$ cat config.mk
export PLATFORM = sky130hd
export DESIGN_NAME = bitbang_port
export DESIGN_NICKNAME = d
export VERILOG_FILES = /design/src/core/bitbang_pkg.sv /design/src/core/bitbang_port.sv
export SDC_FILE = /design/constraint.sdc
export NUM_CORES = 1
export LEC_CHECK = 0
export BUFFER_PORTS_ARGS = -buffer_cell sky130_fd_sc_hd__buf_2
export CORE_UTILIZATION = 47
export CTS_BUF_LIST = sky130_fd_sc_hd__clkbuf_8
export DETAILED_ROUTE_END_ITERATION = 8
export PLACE_DENSITY_LB_ADDON = 0.1
export SLEW_MARGIN = 20
export SYNTH_ARGS = -nofsm -noshare
export SYNTH_HDL_FRONTEND = slang
export SYNTH_SLANG_ARGS = --single-unit
$ cat constraint.sdc
create_clock -name mclk -period 1.8 [get_ports mclk]
set_input_delay 0.36 -clock mclk [delete_from_list [all_inputs] [get_ports mclk]]
set_output_delay 0.36 -clock mclk [all_outputs]
set_load 0.005 [all_outputs]
$ cat src/core/bitbang_pkg.sv
// Purpose: Shared constants for the parallel bit-bang port
// Assumes: Single clock domain, synchronous active-high reset
// Notes:   Mode codes follow the host mode-select command
package bitbang_pkg;
  localparam int          PORT_W         = 8;
  localparam logic [7:0]  MODE_OFF       = 8'h00;
  localparam logic [7:0]  MODE_FREE      = 8'h01;
  localparam logic [7:0]  MODE_SYNC      = 8'h04;
  localparam logic [7:0]  DIR_RESET      = 8'h00;
  localparam logic [7:0]  PINS_RESET     = 8'h00;
  localparam logic [2:0]  STROBE_CYCLES  = 3'h1;
  localparam int          SETUP_NS       = 10;
  localparam int          CLK_PERIOD_NS  = 10;
  localparam logic [2:0]  SETUP_CYCLES   =
    3'((SETUP_NS + CLK_PERIOD_NS - 1) / CLK_PERIOD_NS);

  typedef enum logic [2:0] {
    ST_IDLE   = 3'b000,
    ST_SAMPLE = 3'b001,
    ST_DRIVE  = 3'b011,
    ST_SETUP  = 3'b010,
    ST_WSTB   = 3'b110
  } sync_state_t;
endpackage

$ cat src/core/bitbang_port.sv
// Purpose: Parallel bit-bang port between USB FIFOs and eight I/O pins
// Assumes: Pins are asynchronous and pass a two-stage synchroniser
// Notes:   Mode and direction come from the host setup command
//
// How it works
// - Free-running mode brings internal read and write strobes out on pins.
// - Each port bit is individually an input or an output.
// - Free-running output is paced by the baud-rate generator tick.
// - Free-running pins change only with a new byte and a tick.
// - Without a new byte, output pins hold the last written value.
// - Mode code 0x01 selects free-running bit-bang mode.
// - Synchronous mode updates outputs only when a byte arrives from USB.
// - Synchronous write strobe pulses after the byte is taken and driven.
// - Synchronous samples are taken only because of a written byte.
// - Synchronous bytes are processed only while the transmit FIFO has room.
// - Pins are sampled before driving, so samples trail output one byte.
// - Mode code 0x04 selects synchronous bit-bang mode.
// - Sequence: read, release read strobe and send, drive, setup, write strobe.
// - In synchronous mode the read strobe rising edge marks the captured sample.
// - Pin directions come from the byte mask of the setup command.
// - Directions hold until another setup command arrives.
`timescale 1ns/10ps
`default_nettype none
module bitbang_port
  import bitbang_pkg::*;
#(
  parameter int WIDTH = bitbang_pkg::PORT_W
) (
  input  wire logic             mclk,
  input  wire logic             reset,
  input  wire logic             setup_valid,
  input  wire logic [7:0]       setup_mode,
  input  wire logic [WIDTH-1:0] setup_dir_mask,
  input  wire logic             baud_tick,
  input  wire logic             rx_valid,
  input  wire logic [WIDTH-1:0] rx_data,
  output logic                  rx_ready,
  output logic                  tx_valid,
  output logic [WIDTH-1:0]      tx_data,
  input  wire logic             tx_ready,
  input  wire logic [WIDTH-1:0] pin_in,
  output logic [WIDTH-1:0]      pin_out,
  output logic [WIDTH-1:0]      pin_oe,
  output logic                  pin_sample_strobe_n,
  output logic                  pin_update_strobe_n
);
  import bitbang_pkg::*;

  logic [7:0]       mode_reg;
  logic [WIDTH-1:0] dir_reg;
  logic [WIDTH-1:0] sync1_reg;
  logic [WIDTH-1:0] sync2_reg;
  logic [WIDTH-1:0] out_reg;
  logic [WIDTH-1:0] hold_reg;
  logic             rx_ready_reg;
  logic             tx_valid_reg;
  logic [WIDTH-1:0] tx_data_reg;
  logic             rstb_n_reg;
  logic             wstb_n_reg;
  logic [2:0]       cnt_reg;
  logic [2:0]       cnt_next;
  sync_state_t      state_reg;
  sync_state_t      state_next;

  wire free_mode  = (mode_reg == MODE_FREE);
  wire sync_mode  = (mode_reg == MODE_SYNC);
  wire free_take  = free_mode && rx_valid && baud_tick;
  wire sync_start = sync_mode && (state_reg == ST_IDLE) && rx_valid && tx_ready
                    && !tx_valid_reg;
  wire cnt_done   = (cnt_reg == 3'h0);

  // Shared down-count for the setup and strobe timers
  function automatic logic [2:0] cnt_dec(input logic [2:0] value);
    return value - 3'h1;
  endfunction

  always_ff @(posedge mclk) begin
    if (reset) begin
      mode_reg <= MODE_OFF;
      dir_reg  <= DIR_RESET;
    end else if (setup_valid) begin
      mode_reg <= setup_mode;
      dir_reg  <= setup_dir_mask;
    end
  end

  // Two stages before any logic looks at the pins
  always_ff @(posedge mclk) begin
    if (reset) begin
      sync1_reg <= PINS_RESET;
      sync2_reg <= PINS_RESET;
    end else begin
      sync1_reg <= pin_in;
      sync2_reg <= sync1_reg;
    end
  end

  always_comb begin
    state_next = state_reg;
    cnt_next   = cnt_reg;
    unique case (state_reg)
      ST_IDLE: begin
        if (sync_start) begin
          state_next = ST_SAMPLE;
        end
      end
      ST_SAMPLE: state_next = ST_DRIVE;
      ST_DRIVE: begin
        state_next = ST_SETUP;
        cnt_next   = cnt_dec(SETUP_CYCLES);
      end
      ST_SETUP: begin
        if (cnt_done) begin
          state_next = ST_WSTB;
          cnt_next   = cnt_dec(STROBE_CYCLES);
        end else begin
          cnt_next = cnt_dec(cnt_reg);
        end
      end
      ST_WSTB: begin
        if (cnt_done) begin
          state_next = ST_IDLE;
        end else begin
          cnt_next = cnt_dec(cnt_reg);
        end
      end
      default: state_next = ST_IDLE;
    endcase
    if (!sync_mode) begin
      state_next = ST_IDLE;
    end
  end

  always_ff @(posedge mclk) begin
    if (reset) begin
      state_reg <= ST_IDLE;
      cnt_reg   <= 3'h0;
    end else begin
      state_reg <= state_next;
      cnt_reg   <= cnt_next;
    end
  end

  // Byte held from take until drive; keeps sample ahead of the update
  always_ff @(posedge mclk) begin
    if (reset) begin
      hold_reg     <= PINS_RESET;
      rx_ready_reg <= 1'b0;
    end else begin
      rx_ready_reg <= 1'b0;
      if (sync_start || (free_take && !rx_ready_reg)) begin
        hold_reg     <= rx_data;
        rx_ready_reg <= 1'b1;
      end
    end
  end

  always_ff @(posedge mclk) begin
    if (reset) begin
      out_reg <= PINS_RESET;
    end else if (free_mode && rx_ready_reg) begin
      out_reg <= hold_reg;
    end else if (sync_mode && (state_reg == ST_DRIVE)) begin
      // update on USB byte
      // Mode guard keeps an aborted sync cycle off the pins
      out_reg <= hold_reg;
    end
  end

  always_ff @(posedge mclk) begin
    if (reset) begin
      tx_valid_reg <= 1'b0;
      tx_data_reg  <= PINS_RESET;
    end else if (state_reg == ST_SAMPLE) begin
      tx_valid_reg <= 1'b1;
      tx_data_reg  <= sync2_reg;
    end else if (free_mode && baud_tick && !tx_valid_reg) begin
      tx_valid_reg <= 1'b1;
      tx_data_reg  <= sync2_reg;
    end else if (tx_ready) begin
      tx_valid_reg <= 1'b0;
    end
  end

  // Sync idle holds the read strobe low, so its rise marks a capture
  // strobes on pins
  always_ff @(posedge mclk) begin
    if (reset) begin
      rstb_n_reg <= 1'b0;
      wstb_n_reg <= 1'b1;
    end else if (free_mode) begin
      rstb_n_reg <= !(baud_tick && !tx_valid_reg);
      wstb_n_reg <= !rx_ready_reg;
    end else begin
      rstb_n_reg <= (state_next == ST_DRIVE) ? 1'b1 : 1'b0;
      wstb_n_reg <= (state_next != ST_WSTB);
    end
  end

  assign pin_oe              = dir_reg;
  assign pin_out             = out_reg;
  assign rx_ready            = rx_ready_reg;
  assign tx_valid            = tx_valid_reg;
  assign tx_data             = tx_data_reg;
  assign pin_sample_strobe_n = rstb_n_reg;
  assign pin_update_strobe_n = wstb_n_reg;

  a_dir_hold: assert property (@(posedge mclk) disable iff (reset)
    !setup_valid |=> $stable(pin_oe))
    else $error("direction changed without setup");
  a_free_change: assert property (@(posedge mclk) disable iff (reset)
    (free_mode && $changed(pin_out)) |-> $past(free_take, 2))
    else $error("free output changed without byte and tick");
  a_sync_change: assert property (@(posedge mclk) disable iff (reset)
    (sync_mode && $changed(pin_out)) |-> $past(state_reg) == ST_DRIVE)
    else $error("sync output changed outside drive step");
  a_sync_order: assert property (@(posedge mclk) disable iff (reset)
    (sync_mode && state_reg == ST_SAMPLE) |=> state_reg == ST_DRIVE ##1
    state_reg == ST_SETUP ##1 state_reg == ST_WSTB)
    else $error("synchronous step order broken");
  a_wstb_pulse: assert property (@(posedge mclk) disable iff (reset)
    (sync_mode && $fell(pin_update_strobe_n)) |-> $past(state_reg, 1) == ST_SETUP
    ##1 pin_update_strobe_n)
    else $error("write strobe not a one-cycle pulse after setup");
  a_rstb_rise: assert property (@(posedge mclk) disable iff (reset)
    (sync_mode && $rose(pin_sample_strobe_n)) |-> tx_valid)
    else $error("read strobe rose without a sample");
  a_sample_cause: assert property (@(posedge mclk) disable iff (reset)
    (sync_mode && $rose(tx_valid)) |-> $past(state_reg) == ST_SAMPLE)
    else $error("sample without a written byte");
  a_room_needed: assert property (@(posedge mclk) disable iff (reset)
    (sync_mode && rx_ready) |-> $past(tx_ready) && !$past(tx_valid))
    else $error("byte started without transmit room");
  a_free_mode: assert property (@(posedge mclk) disable iff (reset)
    (setup_valid && setup_mode == MODE_FREE) |=> free_mode)
    else $error("free mode code not taken");
  a_sync_mode: assert property (@(posedge mclk) disable iff (reset)
    (setup_valid && setup_mode == MODE_SYNC) |=> sync_mode)
    else $error("sync mode code not taken");
  a_oe_mask: assert property (@(posedge mclk) disable iff (reset)
    setup_valid |=> pin_oe == $past(setup_dir_mask))
    else $error("direction mask not applied");

  // Free-running pacing, hold and strobes
  a_tick_take: assert property (@(posedge mclk) disable iff (reset)
    (free_take && !rx_ready) |=> rx_ready)
    else $error("byte and tick did not take a byte");
  a_free_hold: assert property (@(posedge mclk) disable iff (reset)
    (free_mode && !rx_ready) |=> $stable(pin_out))
    else $error("free output moved without a new byte");
  a_free_wstb: assert property (@(posedge mclk) disable iff (reset)
    (free_mode && rx_ready) |=> !pin_update_strobe_n)
    else $error("free write strobe missing");
  a_free_wstb_one: assert property (@(posedge mclk) disable iff (reset)
    (free_mode && !pin_update_strobe_n) |=> pin_update_strobe_n)
    else $error("free write strobe longer than one cycle");
  a_free_rstb: assert property (@(posedge mclk) disable iff (reset)
    (free_mode && baud_tick && !tx_valid) |=> !pin_sample_strobe_n)
    else $error("free read strobe missing on tick");
  a_tick_sample: assert property (@(posedge mclk) disable iff (reset)
    (free_mode && baud_tick && !tx_valid) |=> tx_valid)
    else $error("tick did not sample the pins");

  // Synchronous handshake and strobe timing
  a_take_pulse: assert property (@(posedge mclk) disable iff (reset)
    rx_ready |=> !rx_ready)
    else $error("receive ready longer than one cycle");
  a_sync_pair: assert property (@(posedge mclk) disable iff (reset)
    (sync_mode && rx_ready) |=> tx_valid)
    else $error("taken byte gave no sample");
  a_update_rstb: assert property (@(posedge mclk) disable iff (reset)
    (sync_mode && $changed(pin_out)) |-> !pin_sample_strobe_n)
    else $error("read strobe not back low at output update");
  a_setup_gap: assert property (@(posedge mclk) disable iff (reset)
    (sync_mode && $changed(pin_out)) |-> pin_update_strobe_n ##1 !pin_update_strobe_n)
    else $error("write strobe missing one clock setup");

  c_sync_byte: cover property (@(posedge mclk) disable iff (reset)
    sync_mode && $fell(pin_update_strobe_n));
  c_free_byte: cover property (@(posedge mclk) disable iff (reset)
    free_mode && $changed(pin_out));
  c_sync_stall: cover property (@(posedge mclk) disable iff (reset)
    sync_mode && rx_valid && !tx_ready);
  c_free_sample: cover property (@(posedge mclk) disable iff (reset)
    free_mode && $fell(pin_sample_strobe_n));
  c_all_inputs: cover property (@(posedge mclk) disable iff (reset)
    sync_mode && (pin_oe == '0) && $fell(pin_update_strobe_n));
endmodule // bitbang_port
`default_nettype wire

==> results of run 1 <==
==> worst max-delay path: stages (launching register included) <==
cell and delay [ns]:
dfxtp_1 0.32, inv_1 0.08, ha_1 0.15, nor2b_1 0.37, xnor2_1 0.14, o41ai_1 0.27, nand2b_1 0.09
==> cell families after synthesis <==
| family | synth area share (%) |
|---|---|
| multiplexers | 16.2 |
| AO/OA/AOI/OAI | 3.71 |
| AND/OR/NAND/NOR | 22.2 |
| XOR/XNOR | 0.355 |
| flip-flops | 53.6 |
| buffers and inverters | 2.84 |
| adder cells (fa/ha/maj) | 1.02 |
==> worst min-delay path by stage <==
| stage | start | depth (start not counted) | to | slack (ns) |
|---|---|---|---|---|
| 6_report | pin_in[3] | 2 | sync1_reg[3] | 0.24 |
| 5_1_grt | pin_in[3] | 2 | sync1_reg[3] | 0.23 |
| 4_1_cts | pin_in[3] | 2 | sync1_reg[3] | 0.23 |
| 3_5_place_dp | sync1_reg[3] | 1 | sync2_reg[3] | 0.42 |
| 2_1_floorplan | sync1_reg[0] | 1 | sync2_reg[0] | 0.41 |
| 3_3_place_gp | sync1_reg[5] | 1 | sync2_reg[5] | 0.42 |
==> power breakdown <==
group / internal [W] / switching [W]
Combinational: 0.0000989 / 0.0000821
Sequential: 0.00150 / 0.0000180
Clock: 0.000624 / 0.000526
Total: 0.00223 / 0.000626
==> cells in the mapped netlist, types with 2 or more instances <==
cell type,number
o21bai_1,2
buf_2,5
nor4_2,2
dfxtp_1,66
ha_1,2
clkbuf_1,8
inv_1,4
nor2_1,30
mux2i_1,40
nor2b_1,21
nand2_1,3
nand2b_1,28
o21ba_2,2
a21oi_1,5
nor3_1,6
==> area by class of cell <==
class / instances / area (um2)
fill: 446 / 1840
sequential: 66 / 1320
multi-input combinational: 154 / 1070
timing repair buffer: 68 / 360
clock buffer: 9 / 124
tap: 67 / 83.8
clock inverter: 7 / 62.6
inverter: 4 / 15.0
==> per-stage QoR <==
| stage | utilization, % | power (W) | instance area, um2 | std cells | hold slack (ns) |
|---|---|---|---|---|---|
| after global routing | 62.3 | 0.00298 | 3040 | 375 | 0.227 |
| after CTS | 62.3 | 0.00288 | 3040 | 375 | 0.226 |
| after detailed placement | 58.5 | 0.00174 | 2850 | 359 | 0.425 |
| after floorplan | - | 0.00166 | 2460 | 237 | 0.414 |
| after global placement | 58.5 | 0.00173 | 2850 | 359 | 0.416 |
| final | 62.3 | 0.00285 | 3040 | 375 | 0.236 |
==> metal layers <==
layer  wire length, um  vias up  global-route usage, %
met4                48        0                   6.92
met5                 0        -                      0
met2              1980       50                   28.1
met3               268        4                   7.18
met1              1960      784                   18.9
li1                  -      920                      -
==> flow_metrics.tcl, run 1 <==
set metrics [dict create \
    port-buffer-count 65 \
    ff2ff_path_depth 6 \
    cts_setup_buffers 0 \
    regToRegStartpoint "cnt_reg[0]" \
    required_ns 2.01 \
    cts.sink_count 66 \
    grt_first_pass_wirelength_mm 6.91 \
    htreeDepth 3 \
    final_common_cell "dfxtp_1" \
    synth_cell_types 28 \
    track_usage_pct 16.8 \
    dieArea_um2 5540 \
    final-setup-viol-count 0 \
    die_h_um 74.4 \
    worstSetupEndpoint "pin_update_strobe_n" \
    drcViolationCount 0 \
    synth_top_cells_by_area "dfxtp_1 54%, mux2i_1 16%, nand2b_1 7.1%" \
    status "finished, final reports clean" \
    period_share_pct 85.5 \
    cts.path.max_buffers 2 \
    async_flop_share_pct 0 \
    grt_remaining_overflow 0 \
    slew_headroom_pct 68.4 \
    dr.first_iter.drc_count 38 \
    cp_max_fo 6 \
    drive_above_1_share_pct 28.9 \
    clk_latency_ns 0.33 \
    wl_per_cell_um 11.4 \
    cts_buffers 9 \
    maxCapViolations 0 \
    power.leakage_nw 1.49 \
    ys.flop_type "dfxtp_1" \
    place_ws_ns 0.293 \
    antenna_left 0 \
    grt_pass1_vias 1621 \
    arrival_ns 1.75 \
    peakVddDrop_mv 0.530 \
    synth-seq-cells 66 \
    core_area_um2 4880 \
    r2r_end "pin_update_strobe_n" \
    die_w_um 74.4 \
    post_cts_resized 0 \
    synthCells 237 \
    start_util_pct 50.5 \
    cts_tree "yes" \
    dpl.hpwl_mm 2.98 \
    synth_edf_count 0 \
    fin_worst_skew_ns 0.00598 \
    clk_pin_slew_ns 0.07 \
    firstDrtPassIters 4 \
    power_density_nw_per_um2 938 \
    syn2layout_area_growth_pct 23.4 \
    fin_ws_ns 0.260 \
    clockRootBuffer "clkbuf_8" \
    row_count 25 \
    vias_per_cell 4.69 \
    yosysSeqAreaShare_pct 53.6 \
    hold_buffers 0 \
    nNetsFinal 343 \
    worstSetupPathType "flip-flop to flip-flop" \
    diodes 0 \
    timing.fmax_mhz 649 \
    slew_violations 0 \
    syn_avg_cell_area_um2 10.4 \
    hold_viol 0 \
    cp-startpoint "cnt_reg[0]" \
    wl_mm 4.26 \
    tightest_slew_ns 0.474 \
    cp-start-kind "flip-flop" \
    antenna_found_initial 0 \
    finalSetupTns_ns 0 \
    gp_congestion 0.755 \
    cp-end-kind "flip-flop" \
    synth_area_um2 2460 \
    num_vias 1758 \
    regToRegSetupSlack_ns 0.26 \
    grt_max_degree 58 \
    synth_nets 277 \
    yosysTopAreaCellShare_pct 53.6 \
    min_period_ns 1.54 \
    io-pin-count 66 \
    synth_top_area_cell "dfxtp_1" \
    hold_class "primary input to flip-flop" \
    rsz0062_at_grt "false" \
    yosysWarnings 0 \
    final_cell_mix "66 x dfxtp_1, 65 x buf_2, 40 x mux2i_1" \
]
Note: power is estimated with default switching activity, not from simulation.
==> run 2: changes to the inputs <==
--- a/config.mk
+++ b/config.mk
@@ -6,7 +6,9 @@
 export NUM_CORES = 1
 export LEC_CHECK = 0
 export BUFFER_PORTS_ARGS = -buffer_cell sky130_fd_sc_hd__buf_2
-export CORE_UTILIZATION = 47
+export CELL_PAD_IN_SITES_DETAIL_PLACEMENT = 2
+export CELL_PAD_IN_SITES_GLOBAL_PLACEMENT = 2
+export CORE_UTILIZATION = 33
 export CTS_BUF_LIST = sky130_fd_sc_hd__clkbuf_8
 export DETAILED_ROUTE_END_ITERATION = 8
 export PLACE_DENSITY_LB_ADDON = 0.1
==> flow_metrics.tcl, run 2 (synthesis gave the netlist of run 1 again) <==
set metrics [dict create \
    status "finished, final reports clean" \
    combPwrFrac_pct 6.0 \
    fillCellCount 815 \
    switching_share_pct 23.0 \
    place_ws_ns 0.263 \
    clk_pin_slew_ns 0.08 \
    diodes 0 \
    port-buffer-count 65 \
    stdcell_count 409 \
    final-setup-viol-count 0 \
    dr.first_iter.drc_count 37 \
    slew_headroom_pct 66.9 \
    cts.path.max_buffers 2 \
    slowest_delay_ns 0.46 \
    htreeDepth 3 \
    cp-end-kind "flip-flop" \
    peakVddDrop_mv 0.505 \
    start_util_pct 34.0 \
    wl_per_cell_um 13.3 \
    cp-start-kind "flip-flop" \
    grt_first_pass_wirelength_mm 8.98 \
    drive_above_1_share_pct 30.0 \
    post_cts_resized 0 \
    gp_congestion 0.702 \
    slew_violations 0 \
    io-pin-count 66 \
    min_period_ns 1.58 \
    rsz0062_at_grt "false" \
    tightest_slew_ns 0.496 \
    grt_remaining_overflow 0 \
    power_density_nw_per_um2 995 \
    internal_power_w 0.00239 \
    antenna_found_initial 0 \
    grt_pass1_vias 1914 \
    nNetsFinal 345 \
    power.leakage_nw 1.51 \
    die_h_um 88.4 \
    final_cell_mix "66 x dfxtp_1, 65 x buf_2, 40 x mux2i_1" \
    syn2layout_area_growth_pct 26.6 \
    finalSetupTns_ns 0 \
    clk_latency_ns 0.34 \
    slowest_stage "or4_4" \
    fin_worst_skew_ns 0.0102 \
    hold_viol 0 \
    critical-path-top-delay-family "simple AND/OR/NAND/NOR gates" \
    required_ns 2.05 \
    track_usage_pct 15.6 \
    timing.fmax_mhz 632 \
    dpl.hpwl_mm 3.90 \
    switchingPower_w 0.000715 \
    hold_class "primary input to flip-flop" \
    firstDrtPassIters 4 \
    placedCellCount 393 \
    wl_mm 5.43 \
    utilization_pct 43.0 \
    final_common_cell "dfxtp_1" \
    cts_setup_buffers 0 \
    drcViolationCount 0 \
    arrival_ns 1.84 \
    cp_max_fo 4 \
    num_vias 1853 \
    die_w_um 88.4 \
    crit_buf_inv 0 \
    crit_path_frequent_cell "nor4_2" \
    maxCapViolations 0 \
    clockRootBuffer "clkbuf_8" \
    cts_tree "yes" \
    antenna_left 0 \
    period_share_pct 87.9 \
    pwr-share-seq_pct 49.0 \
    cts.sink_count 66 \
    worstSetupPathType "flip-flop to flip-flop" \
    hold_buffers 0 \
    clkPwrFrac_pct 45.0 \
    dieArea_um2 7820 \
    core_area_um2 7250 \
    cts_buffers 9 \
    grt_max_degree 37 \
    row_count 31 \
    fin_ws_ns 0.218 \
    vias_per_cell 4.53 \
    crit_chain "nor4_2 > nand2_1 > or4_4 > nor4_2" \
]
## run 2: worst paths after layout
check / from / to / slack (ns) / cells after the start
min reg2reg: sync1_reg[5] / sync2_reg[5] / 0.45 / 1
max: mode_reg[5] / state_reg[0] / 0.22 / 4
max reg2reg: mode_reg[5] / state_reg[0] / 0.22 / 4
min: pin_in[4] / sync1_reg[4] / 0.23 / 2
## run 2: cell type report
class / count / area (um2) / share of cell area (%)
clock buffers: 9 / 124 / 3.97
clock inverters: 7 / 100 / 3.21
inverters: 4 / 15.0 / 0.481
multi-input cells: 154 / 1070 / 34.4
flip-flops and latches: 66 / 1320 / 42.3
well taps: 99 / 124 / 3.97
repair buffers: 70 / 363 / 11.6
## run 2: per-stage QoR
| stage | cell area, um2 | hold WS, ns | total power (W) |
|---|---|---|---|
| after detailed placement | 2900 | 0.435 | 0.00175 |
| after CTS | 3120 | 0.209 | 0.00317 |
| after global placement | 2900 | 0.416 | 0.00174 |
| after global routing | 3120 | 0.228 | 0.00325 |
| after floorplan | 2460 | 0.414 | 0.00166 |
| final | 3120 | 0.225 | 0.00311 |
## run 2: power by group through the flow
stage / clock (W) / sequential (W) / combinational (W)
finish: 0.00140 / 0.00152 / 0.000186
global route: 0.00152 / 0.00153 / 0.000211
CTS: 0.00145 / 0.00152 / 0.000191
detailed placement: 0 / 0.00156 / 0.000190
global placement: 0 / 0.00155 / 0.000184
floorplan: 0 / 0.00155 / 0.000110
## run 2: per-layer routing
metal / GRT usage [%] / wire length (um)
met5: 0 / 0
met4: 8.80 / 96
met1: 18.8 / 2490
met2: 24.5 / 2530
met3: 5.04 / 315
==> run 3: changes to the inputs <==
--- a/config.mk
+++ b/config.mk
@@ -8,6 +8,7 @@
 export BUFFER_PORTS_ARGS = -buffer_cell sky130_fd_sc_hd__buf_2
 export CELL_PAD_IN_SITES_DETAIL_PLACEMENT = 2
 export CELL_PAD_IN_SITES_GLOBAL_PLACEMENT = 2
+export CORE_ASPECT_RATIO = 0.7
 export CORE_UTILIZATION = 33
 export CTS_BUF_LIST = sky130_fd_sc_hd__clkbuf_8
 export DETAILED_ROUTE_END_ITERATION = 8
==> flow_metrics.tcl, run 3 (synthesis gave the netlist of run 1 again) <==
set metrics [dict create \
    met3_usage_pct 6.22 \
    placedInstanceArea_um2 2900 \
    regToRegStartpoint "mode_reg[5]" \
    row_count 25 \
    cp_max_fo 4 \
    diodes 0 \
    worstSetupPathType "flip-flop to flip-flop" \
    peakVddDrop_mv 0.341 \
    status "finished, final reports clean" \
    tightest_slew_ns 0.506 \
    hold_buffers 0 \
    antenna_found_initial 0 \
    place_ws_ns 0.271 \
    die_w_um 105 \
    dpl.hpwl_mm 4.24 \
    firstDrtPassIters 4 \
    grt_max_degree 49 \
    final-setup-viol-count 0 \
    hold_start "pin_in[3]" \
    grt_first_pass_wirelength_mm 9.68 \
    timing.fmax_mhz 642 \
    wl_mm 6.03 \
    wl_per_cell_um 15.0 \
    maxCapViolations 0 \
    grt_remaining_overflow 0 \
    grt.busiest_layer "met2" \
    grt_pass1_vias 1953 \
    antenna_left 0 \
    start_util_pct 35.3 \
    post_cts_resized 0 \
    track_usage_pct 16.6 \
    cp-start-kind "flip-flop" \
    globalRouteMet1Util_pct 20.4 \
    slew_violations 0 \
    clk_pin_slew_ns 0.08 \
    finalSetupTns_ns 0 \
    period_share_pct 86.5 \
    finish.instance_area_um2 3100 \
    finalPower_w 0.00298 \
    power.leakage_nw 1.50 \
    hold_viol 0 \
    die_h_um 74.3 \
    cp-end-kind "flip-flop" \
    cts.path.max_buffers 2 \
    nNetsFinal 344 \
    htreeDepth 3 \
    fin_worst_skew_ns 0.00871 \
    cp-startpoint "mode_reg[5]" \
    min_period_ns 1.56 \
    gp_congestion 0.698 \
    core_area_um2 6980 \
    hold_class "primary input to flip-flop" \
    fillCellCount 769 \
    grtUsageMet2_pct 26.9 \
    dr.first_iter.drc_count 41 \
    cts_buffers 9 \
    drcViolationCount 0 \
    cts_tree "yes" \
    final_common_cell "dfxtp_1" \
    final_cell_mix "66 x dfxtp_1, 65 x buf_2, 40 x mux2i_1" \
    vias_per_cell 4.67 \
    drive_above_1_share_pct 29.8 \
    cts.sink_count 66 \
    arrival_ns 1.81 \
    clk_latency_ns 0.34 \
    fin_ws_ns 0.242 \
    slew_headroom_pct 66.3 \
    clockRootBuffer "clkbuf_8" \
    io-pin-count 66 \
    power_density_nw_per_um2 963 \
    required_ns 2.05 \
    dieArea_um2 7820 \
    num_vias 1880 \
    syn2layout_area_growth_pct 25.6 \
    holdWs_ns 0.218 \
    regToRegSetupSlack_ns 0.24 \
    rsz0062_at_grt "false" \
    cts_setup_buffers 0 \
    port-buffer-count 65 \
]
## run 3: changes by cell type in the layout (fill, tap and decap cells not counted), sizes merged
cell and delta:
bufinv -1, clkinvlp +2, buf -1, clkinv -1
## run 3: cell type report
class,count,area (um2),area share (%)
timing repair buffer,69,368,11.9
sequential,66,1320,42.7
multi-input combinational,154,1070,34.7
clock inverter,7,76.3,2.47
tap,94,118,3.80
inverter,4,15.0,0.485
clock buffer,9,124,4.00
## run 3: worst paths after layout
check                                    end  cells after the start
worst max register to register  state_reg[0]                      4
worst min-delay path            sync1_reg[3]                      2
worst max-delay path            state_reg[0]                      4
worst min register to register  sync2_reg[3]                      1
## run 3: metal layers
layer | share of wire [%] | wire, um
met1 | 48 | 2880
met3 | 5.1 | 308
met2 | 46 | 2770
met4 | 1.2 | 74
met5 | 0 | 0
## run 3: worst max-delay path: stages (launching register included)
cell and delay, ns:
dfxtp_1 0.33, nor4_2 0.32, nand2_1 0.15, or4_4 0.47
nor4_2 0.21
## run 3: report_power, final
group          switching, W  internal (W)  total [W]  leakage [nW]
sequential        0.0000198       0.00150    0.00152         0.539
clock              0.000618      0.000649    0.00127        0.0962
combinational     0.0000928     0.0000993   0.000192         0.862
total              0.000730       0.00225    0.00298          1.50
## run 3: stage by stage
step | cells | utilization, %
after floorplan | 237 | -
after global routing | 403 | 44.4
after detailed placement | 387 | 41.5
after global placement | 387 | 41.5
after CTS | 403 | 44.4
final | 403 | 44.4
